## config.mk

```make
export PLATFORM = sky130hd
export DESIGN_NAME = wdr_top
export DESIGN_NICKNAME = d
export VERILOG_FILES = /design/src/shared/wdr_pkg.sv /design/src/design/wdr_top.sv /design/src/design/wdr_tick.sv /design/src/design/wdr_axi.sv
export SDC_FILE = /design/constraint.sdc
export NUM_CORES = 1
export LEC_CHECK = 0
export ABC_AREA = 1
export ABC_CLOCK_PERIOD_IN_PS = 2300
export BUFFER_PORTS_ARGS = -buffer_cell sky130_fd_sc_hd__buf_2
export CELL_PAD_IN_SITES_DETAIL_PLACEMENT = 1
export CELL_PAD_IN_SITES_GLOBAL_PLACEMENT = 2
export CORE_MARGIN = 8
export CORE_UTILIZATION = 31
export CTS_CLUSTER_DIAMETER = 40
export DETAILED_ROUTE_END_ITERATION = 12
export HOLD_SLACK_MARGIN = 0.02
export PLACE_DENSITY_LB_ADDON = 0.1
export SLEW_MARGIN = 10
export SYNTH_ARGS = -nofsm -noshare
export SYNTH_HDL_FRONTEND = slang
export SYNTH_SLANG_ARGS = --single-unit
```

## constraint.sdc

```tcl
create_clock -name clk_i -period 2.3 [get_ports clk_i]
set_input_delay 0.69 -clock clk_i [delete_from_list [all_inputs] [get_ports clk_i]]
set_output_delay 0.69 -clock clk_i [all_outputs]
set_load 0.01 [all_outputs]
```

## src/shared/wdr_pkg.sv

```systemverilog
package wdr_pkg;
	// Register indices; byte address is four times the index
	localparam logic [5:0] WDR_IDX_KICK = 6'h30;
	localparam logic [5:0] WDR_IDX_CTRL = 6'h31;
	localparam logic [5:0] WDR_IDX_KEY = 6'h32;
	localparam logic [5:0] WDR_IDX_FLAGS = 6'h3B;
	localparam int WDR_AW = 8;
	localparam int WDR_IDX_LSB = 2;
	// Control and status fields
	localparam int WDR_CB_IRQF = 7;
	localparam int WDR_CB_IE = 6;
	localparam int WDR_CB_TS3 = 5;
	localparam int WDR_CB_WDE = 3;
	localparam int WDR_CB_TS_HI = 2;
	// Reset-cause fields
	localparam int WDR_FB_WDOG = 3;
	localparam int WDR_FB_BOD = 2;
	localparam int WDR_FB_PIN = 1;
	localparam int WDR_FB_POR = 0;
	localparam logic [3:0] WDR_CAUSE_POR_RST = 4'h1;
	localparam logic [3:0] WDR_RSVD_HI = 4'h0;
	// Timing
	localparam int WDR_CLK_MHZ = 125;
	localparam int WDR_OSC_KHZ = 128;
	localparam int WDR_DIV = WDR_CLK_MHZ * 1000 / WDR_OSC_KHZ;
	localparam int WDR_BASE_TICKS = 2048;
	localparam int WDR_CNT_W = 20;
	localparam logic [3:0] WDR_TSEL_MAX = 4'h9;
	localparam int WDR_RST_NS = 64;
	localparam logic [3:0] WDR_RST_CYCLES = 4'(WDR_RST_NS * WDR_CLK_MHZ / 1000);
	// Protected change
	localparam logic [7:0] WDR_KEY = 8'hD8;
	localparam logic [2:0] WDR_KEY_WRITES = 3'h4;
	// Program addresses
	localparam logic [15:0] WDR_VEC_RESET = 16'h0000;
	localparam logic [15:0] WDR_VEC_WDOG = 16'h0005;
	// Bus answers
	localparam logic [1:0] WDR_RESP_OKAY = 2'h0;
	localparam logic [1:0] WDR_RESP_SLVERR = 2'h2;

	typedef struct packed {
		logic wr;
		logic [5:0] widx;
		logic [7:0] wdata;
		logic [5:0] ridx;
	} wdr_reg_req_t;

	function automatic logic wdr_hit(input logic [5:0] idx);
		return (idx == WDR_IDX_KICK) || (idx == WDR_IDX_CTRL) || (idx == WDR_IDX_KEY) || (idx == WDR_IDX_FLAGS);
	endfunction : wdr_hit
endpackage : wdr_pkg

```

## src/design/wdr_top.sv

```systemverilog
`timescale 1ns/1ps
module wdr_top
	import wdr_pkg::*;
#(
	parameter int BASE_TICKS_P = WDR_BASE_TICKS,
	parameter int DIV_P = WDR_DIV
) (
	input wire logic clk_i,
	input wire logic rstn_i,
	input wire logic [WDR_AW-1:0] s_axi_awaddr_i,
	input wire logic s_axi_awvalid_i,
	output logic s_axi_awready_o,
	input wire logic [31:0] s_axi_wdata_i,
	input wire logic [3:0] s_axi_wstrb_i,
	input wire logic s_axi_wvalid_i,
	output logic s_axi_wready_o,
	output logic [1:0] s_axi_bresp_o,
	output logic s_axi_bvalid_o,
	input wire logic s_axi_bready_i,
	input wire logic [WDR_AW-1:0] s_axi_araddr_i,
	input wire logic s_axi_arvalid_i,
	output logic s_axi_arready_o,
	output logic [31:0] s_axi_rdata_o,
	output logic [1:0] s_axi_rresp_o,
	output logic s_axi_rvalid_o,
	input wire logic s_axi_rready_i,
	input wire logic always_on_fuse_i,
	input wire logic ext_rst_i,
	input wire logic bod_rst_i,
	input wire logic irq_ack_i,
	output logic wdog_irq_o,
	output logic sys_rst_o,
	output logic [15:0] vec_addr_o
);
	typedef struct packed {
		logic irqf;
		logic ie;
		logic wdog_reset_enable;
		logic [3:0] tsel;
		logic [3:0] cause;
		logic [WDR_CNT_W-1:0] cnt;
		logic [2:0] key_left;
		logic [3:0] rst_cnt;
		logic rst;
		logic irq;
		logic [15:0] vec;
	} wdr_core_t;

	wdr_core_t s_r, s_nxt;
	wdr_reg_req_t req;
	logic [7:0] rdata;
	logic [7:0] ctrl_rd;
	logic tick;
	logic fuse_prog;
	logic wde_eff;
	logic combined;
	logic run;
	logic [3:0] tsel_eff;
	logic [WDR_CNT_W:0] limit;
	logic timeout;
	logic wd_reset;
	logic flag_set;
	logic sys_evt;
	logic armed;
	logic ctrl_wr;
	logic flag_wr;
	logic key_wr;
	logic kick_wr;

	wdr_axi u_axi (
		.clk_i(clk_i),
		.rstn_i(rstn_i),
		.awaddr_i(s_axi_awaddr_i),
		.awvalid_i(s_axi_awvalid_i),
		.awready_o(s_axi_awready_o),
		.wdata_i(s_axi_wdata_i),
		.wstrb_i(s_axi_wstrb_i),
		.wvalid_i(s_axi_wvalid_i),
		.wready_o(s_axi_wready_o),
		.bresp_o(s_axi_bresp_o),
		.bvalid_o(s_axi_bvalid_o),
		.bready_i(s_axi_bready_i),
		.araddr_i(s_axi_araddr_i),
		.arvalid_i(s_axi_arvalid_i),
		.arready_o(s_axi_arready_o),
		.rdata_o(s_axi_rdata_o),
		.rresp_o(s_axi_rresp_o),
		.rvalid_o(s_axi_rvalid_o),
		.rready_i(s_axi_rready_i),
		.req_o(req),
		.rdata_i(rdata)
	);

	// Slow oscillator modelled as an enable so the block keeps one clock domain
	wdr_tick #(
		.DIV_P(DIV_P)
	) u_tick (
		.clk_i(clk_i),
		.rstn_i(rstn_i),
		.tick_o(tick)
	);

	assign ctrl_wr = req.wr && (req.widx == WDR_IDX_CTRL);
	assign flag_wr = req.wr && (req.widx == WDR_IDX_FLAGS);
	assign key_wr = req.wr && (req.widx == WDR_IDX_KEY);
	assign kick_wr = req.wr && (req.widx == WDR_IDX_KICK);
	assign armed = (s_r.key_left != 3'h0);

	assign fuse_prog = !always_on_fuse_i;
	assign wde_eff = s_r.wdog_reset_enable || fuse_prog || s_r.cause[WDR_FB_WDOG];
	assign combined = !fuse_prog && wde_eff && s_r.ie;
	assign run = wde_eff || s_r.ie;

	// Reserved select codes behave as the longest period
	assign tsel_eff = (s_r.tsel > WDR_TSEL_MAX) ? WDR_TSEL_MAX : s_r.tsel;
	assign limit = (WDR_CNT_W + 1)'(BASE_TICKS_P) << tsel_eff;
	assign timeout = run && tick && !s_r.rst && (s_r.cnt == WDR_CNT_W'(limit - 1'b1));
	assign wd_reset = timeout && wde_eff && (!s_r.ie || fuse_prog || s_r.irqf);
	assign flag_set = timeout && s_r.ie && !wd_reset;
	assign sys_evt = wd_reset || ext_rst_i || bod_rst_i;

	always_comb begin
		ctrl_rd = 8'h00;
		ctrl_rd[WDR_CB_IRQF] = s_r.irqf;
		ctrl_rd[WDR_CB_IE] = s_r.ie;
		ctrl_rd[WDR_CB_TS3] = s_r.tsel[3];
		ctrl_rd[WDR_CB_WDE] = wde_eff;
		ctrl_rd[WDR_CB_TS_HI:0] = s_r.tsel[2:0];
		case (req.ridx)
			WDR_IDX_CTRL: rdata = ctrl_rd;
			WDR_IDX_FLAGS: rdata = {WDR_RSVD_HI, s_r.cause};
			default: rdata = 8'h00;
		endcase
	end

	always_comb begin
		s_nxt = s_r;
		if (s_r.rst_cnt != 4'h0) begin
			s_nxt.rst_cnt = s_r.rst_cnt - 4'h1;
		end
		if (key_wr && (req.wdata == WDR_KEY)) begin
			s_nxt.key_left = WDR_KEY_WRITES;
		end else if (req.wr && armed) begin
			s_nxt.key_left = s_r.key_left - 3'h1;
		end
		if (ctrl_wr) begin
			if (req.wdata[WDR_CB_IRQF]) begin
				s_nxt.irqf = 1'b0;
			end
			s_nxt.ie = req.wdata[WDR_CB_IE];
			// With the fuse programmed only a keyed write may shorten or stretch the period
			if (!fuse_prog || armed) begin
				s_nxt.tsel = {req.wdata[WDR_CB_TS3], req.wdata[WDR_CB_TS_HI:0]};
			end
			if (req.wdata[WDR_CB_WDE] || !s_r.wdog_reset_enable || armed) begin
				s_nxt.wdog_reset_enable = req.wdata[WDR_CB_WDE];
			end
		end
		if (irq_ack_i && s_r.irqf) begin
			s_nxt.irqf = 1'b0;
			if (combined) begin
				s_nxt.ie = 1'b0;
			end
		end
		// A time-out in the cycle of a clear keeps the flag
		if (flag_set) begin
			s_nxt.irqf = 1'b1;
		end
		if (flag_wr) begin
			s_nxt.cause = s_r.cause & req.wdata[3:0];
		end
		if (kick_wr || !run || timeout || s_r.rst) begin
			s_nxt.cnt = '0;
		end else if (tick) begin
			s_nxt.cnt = s_r.cnt + 1'b1;
		end
		if (sys_evt) begin
			s_nxt.irqf = 1'b0;
			s_nxt.ie = 1'b0;
			s_nxt.wdog_reset_enable = 1'b0;
			s_nxt.tsel = 4'h0;
			s_nxt.cnt = '0;
			s_nxt.key_left = 3'h0;
			// A new source during a pulse is recorded but does not stretch it
			if (!s_r.rst) begin
				s_nxt.rst_cnt = WDR_RST_CYCLES;
			end
		end
		if (wd_reset) begin
			s_nxt.cause[WDR_FB_WDOG] = 1'b1;
		end
		if (bod_rst_i) begin
			s_nxt.cause[WDR_FB_BOD] = 1'b1;
		end
		if (ext_rst_i) begin
			s_nxt.cause[WDR_FB_PIN] = 1'b1;
		end
		s_nxt.wdog_reset_enable = s_nxt.wdog_reset_enable || s_nxt.cause[WDR_FB_WDOG];
		s_nxt.rst = (s_nxt.rst_cnt != 4'h0);
		s_nxt.irq = s_nxt.irqf && s_nxt.ie;
		s_nxt.vec = s_nxt.rst ? WDR_VEC_RESET : WDR_VEC_WDOG;
	end

	// Async reset stands for power-on: only the power-on cause survives it
	always_ff @(posedge clk_i or negedge rstn_i) begin
		if (!rstn_i) begin
			s_r <= '0;
			s_r.cause <= WDR_CAUSE_POR_RST;
		end else begin
			s_r <= s_nxt;
		end
	end

	assign wdog_irq_o = s_r.irq;
	assign sys_rst_o = s_r.rst;
	assign vec_addr_o = s_r.vec;
endmodule : wdr_top

```

## src/design/wdr_tick.sv

```systemverilog
`timescale 1ns/1ps
module wdr_tick
	import wdr_pkg::*;
#(
	parameter int DIV_P = WDR_DIV
) (
	input wire logic clk_i,
	input wire logic rstn_i,
	output logic tick_o
);
	typedef struct packed {
		logic [15:0] cnt;
		logic tick;
	} wdr_tick_t;
	wdr_tick_t s_r, s_nxt;

	always_comb begin
		s_nxt = s_r;
		s_nxt.tick = (s_r.cnt == 16'(DIV_P - 1));
		s_nxt.cnt = s_nxt.tick ? 16'h0000 : s_r.cnt + 16'h0001;
	end

	always_ff @(posedge clk_i or negedge rstn_i) begin
		if (!rstn_i) begin
			s_r <= '0;
		end else begin
			s_r <= s_nxt;
		end
	end

	assign tick_o = s_r.tick;
endmodule : wdr_tick

```

## src/design/wdr_axi.sv

```systemverilog
`timescale 1ns/1ps
module wdr_axi
	import wdr_pkg::*;
(
	input wire logic clk_i,
	input wire logic rstn_i,
	input wire logic [WDR_AW-1:0] awaddr_i,
	input wire logic awvalid_i,
	output logic awready_o,
	input wire logic [31:0] wdata_i,
	input wire logic [3:0] wstrb_i,
	input wire logic wvalid_i,
	output logic wready_o,
	output logic [1:0] bresp_o,
	output logic bvalid_o,
	input wire logic bready_i,
	input wire logic [WDR_AW-1:0] araddr_i,
	input wire logic arvalid_i,
	output logic arready_o,
	output logic [31:0] rdata_o,
	output logic [1:0] rresp_o,
	output logic rvalid_o,
	input wire logic rready_i,
	output wdr_reg_req_t req_o,
	input wire logic [7:0] rdata_i
);
	typedef struct packed {
		logic awrdy;
		logic wrdy;
		logic arrdy;
		logic aw_ok;
		logic w_ok;
		logic [5:0] widx;
		logic [7:0] wdat;
		logic wen;
		logic bvalid;
		logic [1:0] bresp;
		logic rvalid;
		logic [31:0] rdata;
		logic [1:0] rresp;
	} wdr_axi_t;
	wdr_axi_t s_r, s_nxt;
	logic [5:0] ridx;

	assign ridx = araddr_i[WDR_AW-1:WDR_IDX_LSB];

	always_comb begin
		s_nxt = s_r;
		if (awvalid_i && s_r.awrdy) begin
			s_nxt.aw_ok = 1'b1;
			s_nxt.widx = awaddr_i[WDR_AW-1:WDR_IDX_LSB];
		end
		if (wvalid_i && s_r.wrdy) begin
			s_nxt.w_ok = 1'b1;
			s_nxt.wdat = wdata_i[7:0];
			s_nxt.wen = wstrb_i[0];
		end
		if (s_r.bvalid && bready_i) begin
			s_nxt.bvalid = 1'b0;
		end
		// Address and data may arrive in either order; answer once both are held
		if (s_r.aw_ok && s_r.w_ok && !s_r.bvalid) begin
			s_nxt.bvalid = 1'b1;
			s_nxt.bresp = wdr_hit(s_r.widx) ? WDR_RESP_OKAY : WDR_RESP_SLVERR;
			s_nxt.aw_ok = 1'b0;
			s_nxt.w_ok = 1'b0;
		end
		if (s_r.rvalid && rready_i) begin
			s_nxt.rvalid = 1'b0;
		end
		if (arvalid_i && s_r.arrdy) begin
			s_nxt.rvalid = 1'b1;
			s_nxt.rdata = {24'h000000, rdata_i};
			s_nxt.rresp = wdr_hit(ridx) ? WDR_RESP_OKAY : WDR_RESP_SLVERR;
		end
		s_nxt.awrdy = !s_nxt.aw_ok && !s_nxt.bvalid;
		s_nxt.wrdy = !s_nxt.w_ok && !s_nxt.bvalid;
		s_nxt.arrdy = !s_nxt.rvalid;
	end

	always_ff @(posedge clk_i or negedge rstn_i) begin
		if (!rstn_i) begin
			s_r <= '0;
		end else begin
			s_r <= s_nxt;
		end
	end

	assign req_o.wr = s_r.aw_ok && s_r.w_ok && !s_r.bvalid && s_r.wen && wdr_hit(s_r.widx);
	assign req_o.widx = s_r.widx;
	assign req_o.wdata = s_r.wdat;
	assign req_o.ridx = ridx;
	assign awready_o = s_r.awrdy;
	assign wready_o = s_r.wrdy;
	assign arready_o = s_r.arrdy;
	assign bvalid_o = s_r.bvalid;
	assign bresp_o = s_r.bresp;
	assign rvalid_o = s_r.rvalid;
	assign rdata_o = s_r.rdata;
	assign rresp_o = s_r.rresp;
endmodule : wdr_axi

```

After elaboration in Yosys (flattened, before gate mapping)
Index checks and enable logic that the tools add are counted.
{ "word_totals": {"regBits": 94, "elab_cells": 149} }
{ "op_classes": {"n_mux": 32, "magnitude_cmp": 1, "addsub": 5, "eq_ne": 11, "n_shift": 1, "bitwise": 1, "n_reduce_logical": 69} }
{ "op_table": {"columns": ["operator", "n"], "rows": [
  ["6-bit equality test (second input constant)", 8],
  ["20-bit two-way mux", 2],
  ["35-bit two-way mux", 1],
  ["1-bit logical AND", 28],
  ["27-bit two-way mux", 1],
  ["20-bit by 1-bit adder with 20-bit output (second input constant)", 1],
  ["20-bit equality test", 1],
  ["1-bit logical OR", 20],
  ["4-bit two-way mux", 5],
  ["12-bit by 4-bit << shifter with 20-bit output (first input constant)", 1],
  ["20-bit by 1-bit subtractor with 20-bit output (second input constant)", 1],
  ["16-bit by 1-bit adder with 16-bit output (second input constant)", 1],
  ["16-bit by 10-bit equality test with 1-bit output (second input constant)", 1],
  ["16-bit two-way mux", 1],
  ["8-bit one-hot mux with 2 select lines", 1],
  ["7-bit two-way mux", 2],
  ["3-bit two-way mux", 4],
  ["1-bit logical NOT", 11],
  ["1-bit two-way mux", 11],
  ["3-bit nonzero test", 3],
  ["8-bit equality test (second input constant)", 1],
  ["2-bit two-way mux", 4],
  ["2-bit nonzero test", 4],
  ["4-bit nonzero test", 2],
  ["5 further kinds", 5]
]} }

Logic depth before layout (Yosys ltp)
{ "logic_depth": {"ltp_word": 14, "ltp_mapped": 16, "mapped_depth_nobuf": 15} }

Hierarchy
Synthesis repeated with hierarchy kept, for this count alone.
{ "hier_totals": {"hier_cells": 727, "hier_area_um2": 5455.2} }
{ "modules_own_cells": {"columns": ["module", "instances", "area_per_inst_um2", "cells_per_inst"], "rows": [
  ["wdr_top", 1, 2755.1, 392],
  ["wdr_axi", 1, 1766.7, 204],
  ["wdr_tick", 1, 933.4, 131]
]} }

Worst setup path before layout
No wires, ideal clock.
{ "synth_timing": {"path_type": "register to register", "from": "register s_r (netlist bit ctrl_rd[2])", "to": "register s_r (netlist bit vec_addr_o[0])", "t_required_ns": 2.231, "setup_slack_ns": 0.289, "arrival_time_ns": 1.942, "path_stages_with_launch": 17, "setup_ns": 0.069, "cell_sequence": "dfrtp_1 -> buf_4 -> nor2_1 -> nand3_1 -> ha_1 -> nor2_1 -> nor2_1 -> nand3_1 -> nor2_1 -> nand3_1 -> nor2_2 -> nand4_2 -> nand2_4 -> nand2_4 -> nand2_1 -> nand2_1 -> nor2_2"} }
{ "synth_lines": {"columns": ["element", "line", "rtl"], "rows": [
  ["start, declared", "wdr_top.sv:49", "wdr_core_t s_r, s_nxt;"],
  ["start signal, assigned", "wdr_top.sv:210", "s_r <= s_nxt;"]
]} }

==> flow_metrics.env <==
export IMPL_status="finished clean"
export IMPL_final_net_count=747
export IMPL_multi_input_area_um2=2223
export IMPL_yosysWarnings=0
export IMPL_yosysTopAreaCell="dfrtp_1"
export IMPL_avgSynthCellArea_um2=8.051
export IMPL_clk_pin_slew_worst_paths_ns=0.07
export IMPL_numCtsBuffers=9
export IMPL_leakage_nw=2.767
export IMPL_setup_violations=0
export IMPL_r2r_cells=15
export IMPL_ys_ff_latch=89
export IMPL_ys_flop_type="dfrtp_1"
export IMPL_cpMaxStageDelayCell="dfrtp_2"
export IMPL_criticalPathCategory="register to register"
export IMPL_report_final_slew_viol_count=0
export IMPL_tritoncts="yes"
export IMPL_clkSinkCount=89
export IMPL_start_util_pct=31.59
export IMPL_r2r_end="vec_addr_o[0]"
export IMPL_fin_crit_ns=2.189
export IMPL_wl_per_cell_um=14.10
export IMPL_syn_inst=621
export IMPL_syn2layout_area_growth_pct=15.07
export IMPL_antenna_found_initial=0
export IMPL_final_area_um2=5753
export IMPL_reg2reg_setup_slack_ns=0.11
export IMPL_yosysSeqAreaShare_pct=44.57
export IMPL_synth_edf_count=0
export IMPL_coreArea_um2=15830
export IMPL_rsz0062_at_grt="yes"
export IMPL_r2r_start="ctrl_rd[2]"
export IMPL_gp_congestion=0.7670
export IMPL_synthArstFlopShare_pct=100.0
export IMPL_grt_first_pass_wirelength_mm=21.27
export IMPL_power_density_nw_per_um2=752.9
export IMPL_path_cells="nor2_4, nand3_2, ha_4, buf_4, nand2_1, nand3_1, nor2_1, nand3_1, nor2_2, nand4_2, nand2_4, nand2_8, nand2_4, nand2_2, nor2_2"
export IMPL_clkLatencyLatePin_ns=0.35
export IMPL_dpl_cell_area_um2=5326
export IMPL_io_pins=122
export IMPL_worst_pin_slew_ns=0.5574
export IMPL_drt_first_pass_iters=4
export IMPL_clock_path_buffers=2
export IMPL_arrival_ns=2.47
export IMPL_slowest_delay_ns=0.45
export IMPL_via_per_inst=4.430
export IMPL_fillers=1931
export IMPL_grt_usage_pct=13.13
export IMPL_grt_max_degree=37
export IMPL_antenna_cells=0
export IMPL_finalSetupTns_ns=0
export IMPL_antenna_left=0
export IMPL_drtIter0Drc=104
export IMPL_die_w_um=143.0
export IMPL_relSlewSlack_pct=62.59
export IMPL_drc=0
export IMPL_hold_class="primary input to async pin"
export IMPL_cp_max_fo=6
export IMPL_regArea_um2=2233
export IMPL_cp_start_kind="register"
export IMPL_place_ws_ns=0.005959
export IMPL_vias=3983
export IMPL_synth_area_top_cells="dfrtp_1 44%, nand2_1 10%, buf_4 8.0%"
export IMPL_port_buffers=49
export IMPL_max_cap_violations=0
export IMPL_place_hpwl_mm=9.787
export IMPL_yosysTopAreaCellShare_pct=44.04
export IMPL_path_buf_inv=1
export IMPL_fin_crit_sh_pct=95.15
export IMPL_gr_total_overflow=0
export IMPL_h_tree_depth=3
export IMPL_skew_ns=0.006115
export IMPL_crit_path_end_kind="register"
export IMPL_drive_gt1_share_pct=18.30
export IMPL_cts_root_buf="clkbuf_16"
export IMPL_crit_required_ns=2.59
export IMPL_synth_cell_types=46
export IMPL_die_height_um=143.0
export IMPL_row_count=46
export IMPL_setup_slack_ns=0.1115
export IMPL_max_freq_mhz=456.9
export IMPL_grt_pass1_vias=4288
export IMPL_crit_family="simple AND/OR/NAND/NOR gates"
export IMPL_hold_viol=0
export IMPL_routed_wl_mm=12.68
export IMPL_dieArea_um2=20450
export IMPL_syn_area_um2=5000
export IMPL_vdd_drop_max_v=0.0003079
## registers in the layout, summed over array words and instances (netlist names), 3 cells and up
signal / cells
s_r: 32
u_tick.s_r: 16
u_axi.req_o: 14
u_axi.rdata_o: 7
ctrl_rd: 6
u_axi.s_r: 3
## kinds of logic after synthesis
logic type                 after synthesis  share of synthesized area [%]
buffers and inverters                  149                          15.44
AOI/OAI and AO/OA                       62                          7.383
DFF                                     89                          44.57
adders and majority gates                6                          1.501
and+or+nand+nor                        289                          26.65
other                                    1                        0.07500
xor gates and xnor gates                25                          4.379
## metal layers
layer / share of wire [%] / routed length (um) / global-route usage, %
met3: 3.9 / 491 / 3.372
met4: 1.3 / 160 / 4.362
met5: 0 / 0 / 0
met2: 48 / 6120 / 21.72
met1: 47 / 5908 / 16.29
## per-stage QoR
stage               power, W  hold slack, ns  cells  util [%]
floorplan           0.002616          0.3944    661         -
global placement    0.002821          0.4459    875     33.65
detailed placement  0.002852          0.4528    875     33.65
CTS                 0.004365          0.2901    892     35.52
global route        0.004640          0.2965    899     36.35
finish              0.004332          0.2776    899     36.35
## how the worst max path moves through the flow
stage,startpoint,end,slack [ns],depth (start not counted)
2_1_floorplan,ctrl_rd[2],vec_addr_o[0],0.29,16
3_3_place_gp,ctrl_rd[5],vec_addr_o[0],0.08,15
3_5_place_dp,ctrl_rd[5],vec_addr_o[0],0.006,15
4_1_cts,ctrl_rd[5],vec_addr_o[0],0.03,15
5_1_grt,ctrl_rd[2],vec_addr_o[0],-0.08,15
6_report,ctrl_rd[2],vec_addr_o[0],0.11,15
## cell usage after synthesis, types with 3 or more instances
master,count
nand4_1,14
nand3b_1,4
a31oi_1,3
inv_2,6
dfrtp_1,88
nand2_4,3
nand2_1,134
nor3_1,19
buf_4,53
or2_2,4
nor2_1,56
xnor2_1,4
nor2_2,5
nand3_1,32
a21oi_1,18
nor4_1,7
o31ai_1,3
o21a_1,3
xor2_1,21
o21bai_1,3
o21ai_0,20
ha_1,6
buf_2,5
inv_1,81
o221ai_1,3
## cells in the final DEF (no fill, tap or decap), types with 3 or more instances in the layout
master	netlist	routed
or2_2	4	4
dfrtp_2	0	4
nand2_1	134	129
a31oi_1	3	3
clkbuf_16	0	9
conb_1	1	41
nor4_1	7	7
inv_2	6	6
nor3_1	19	19
o21bai_1	3	3
o21ai_0	20	20
clkinv_2	0	4
o221ai_1	3	3
xor2_1	21	21
nor2_1	56	52
nand3_1	32	31
buf_4	53	17
nand3b_1	4	4
nand2_4	3	4
dfrtp_1	88	84
ha_1	6	5
o21a_1	3	3
a21oi_1	18	18
nand4_1	14	14
buf_2	5	48
nand2_2	0	3
nor2_2	5	6
nor2_4	2	5
o31ai_1	3	3
inv_1	81	81
xnor2_1	4	4
## final cells by class
cell class | count | share of cell area [%]
flip-flops and latches | 89 | 38.82
repair buffers | 67 | 7.090
inverters | 88 | 5.742
clock buffers | 10 | 3.980
multi-input cells | 423 | 38.65
well taps | 216 | 4.698
clock inverters | 6 | 1.022
## power by group
group          internal (W)  leakage (nW)  switching, W
Clock              0.000837         0.146      0.000635
Sequential          0.00181          1.14      0.000148
Combinational      0.000309          1.49      0.000591
Total               0.00296          2.77       0.00137
## timing repair
action,4_1_cts,5_1_grt
hold buffers,0,0
pin swaps,1,14
buffers inserted,1,7
setup endpoints to repair,1,36
resized for setup,0,21
Power figures use the tool's default switching activity.
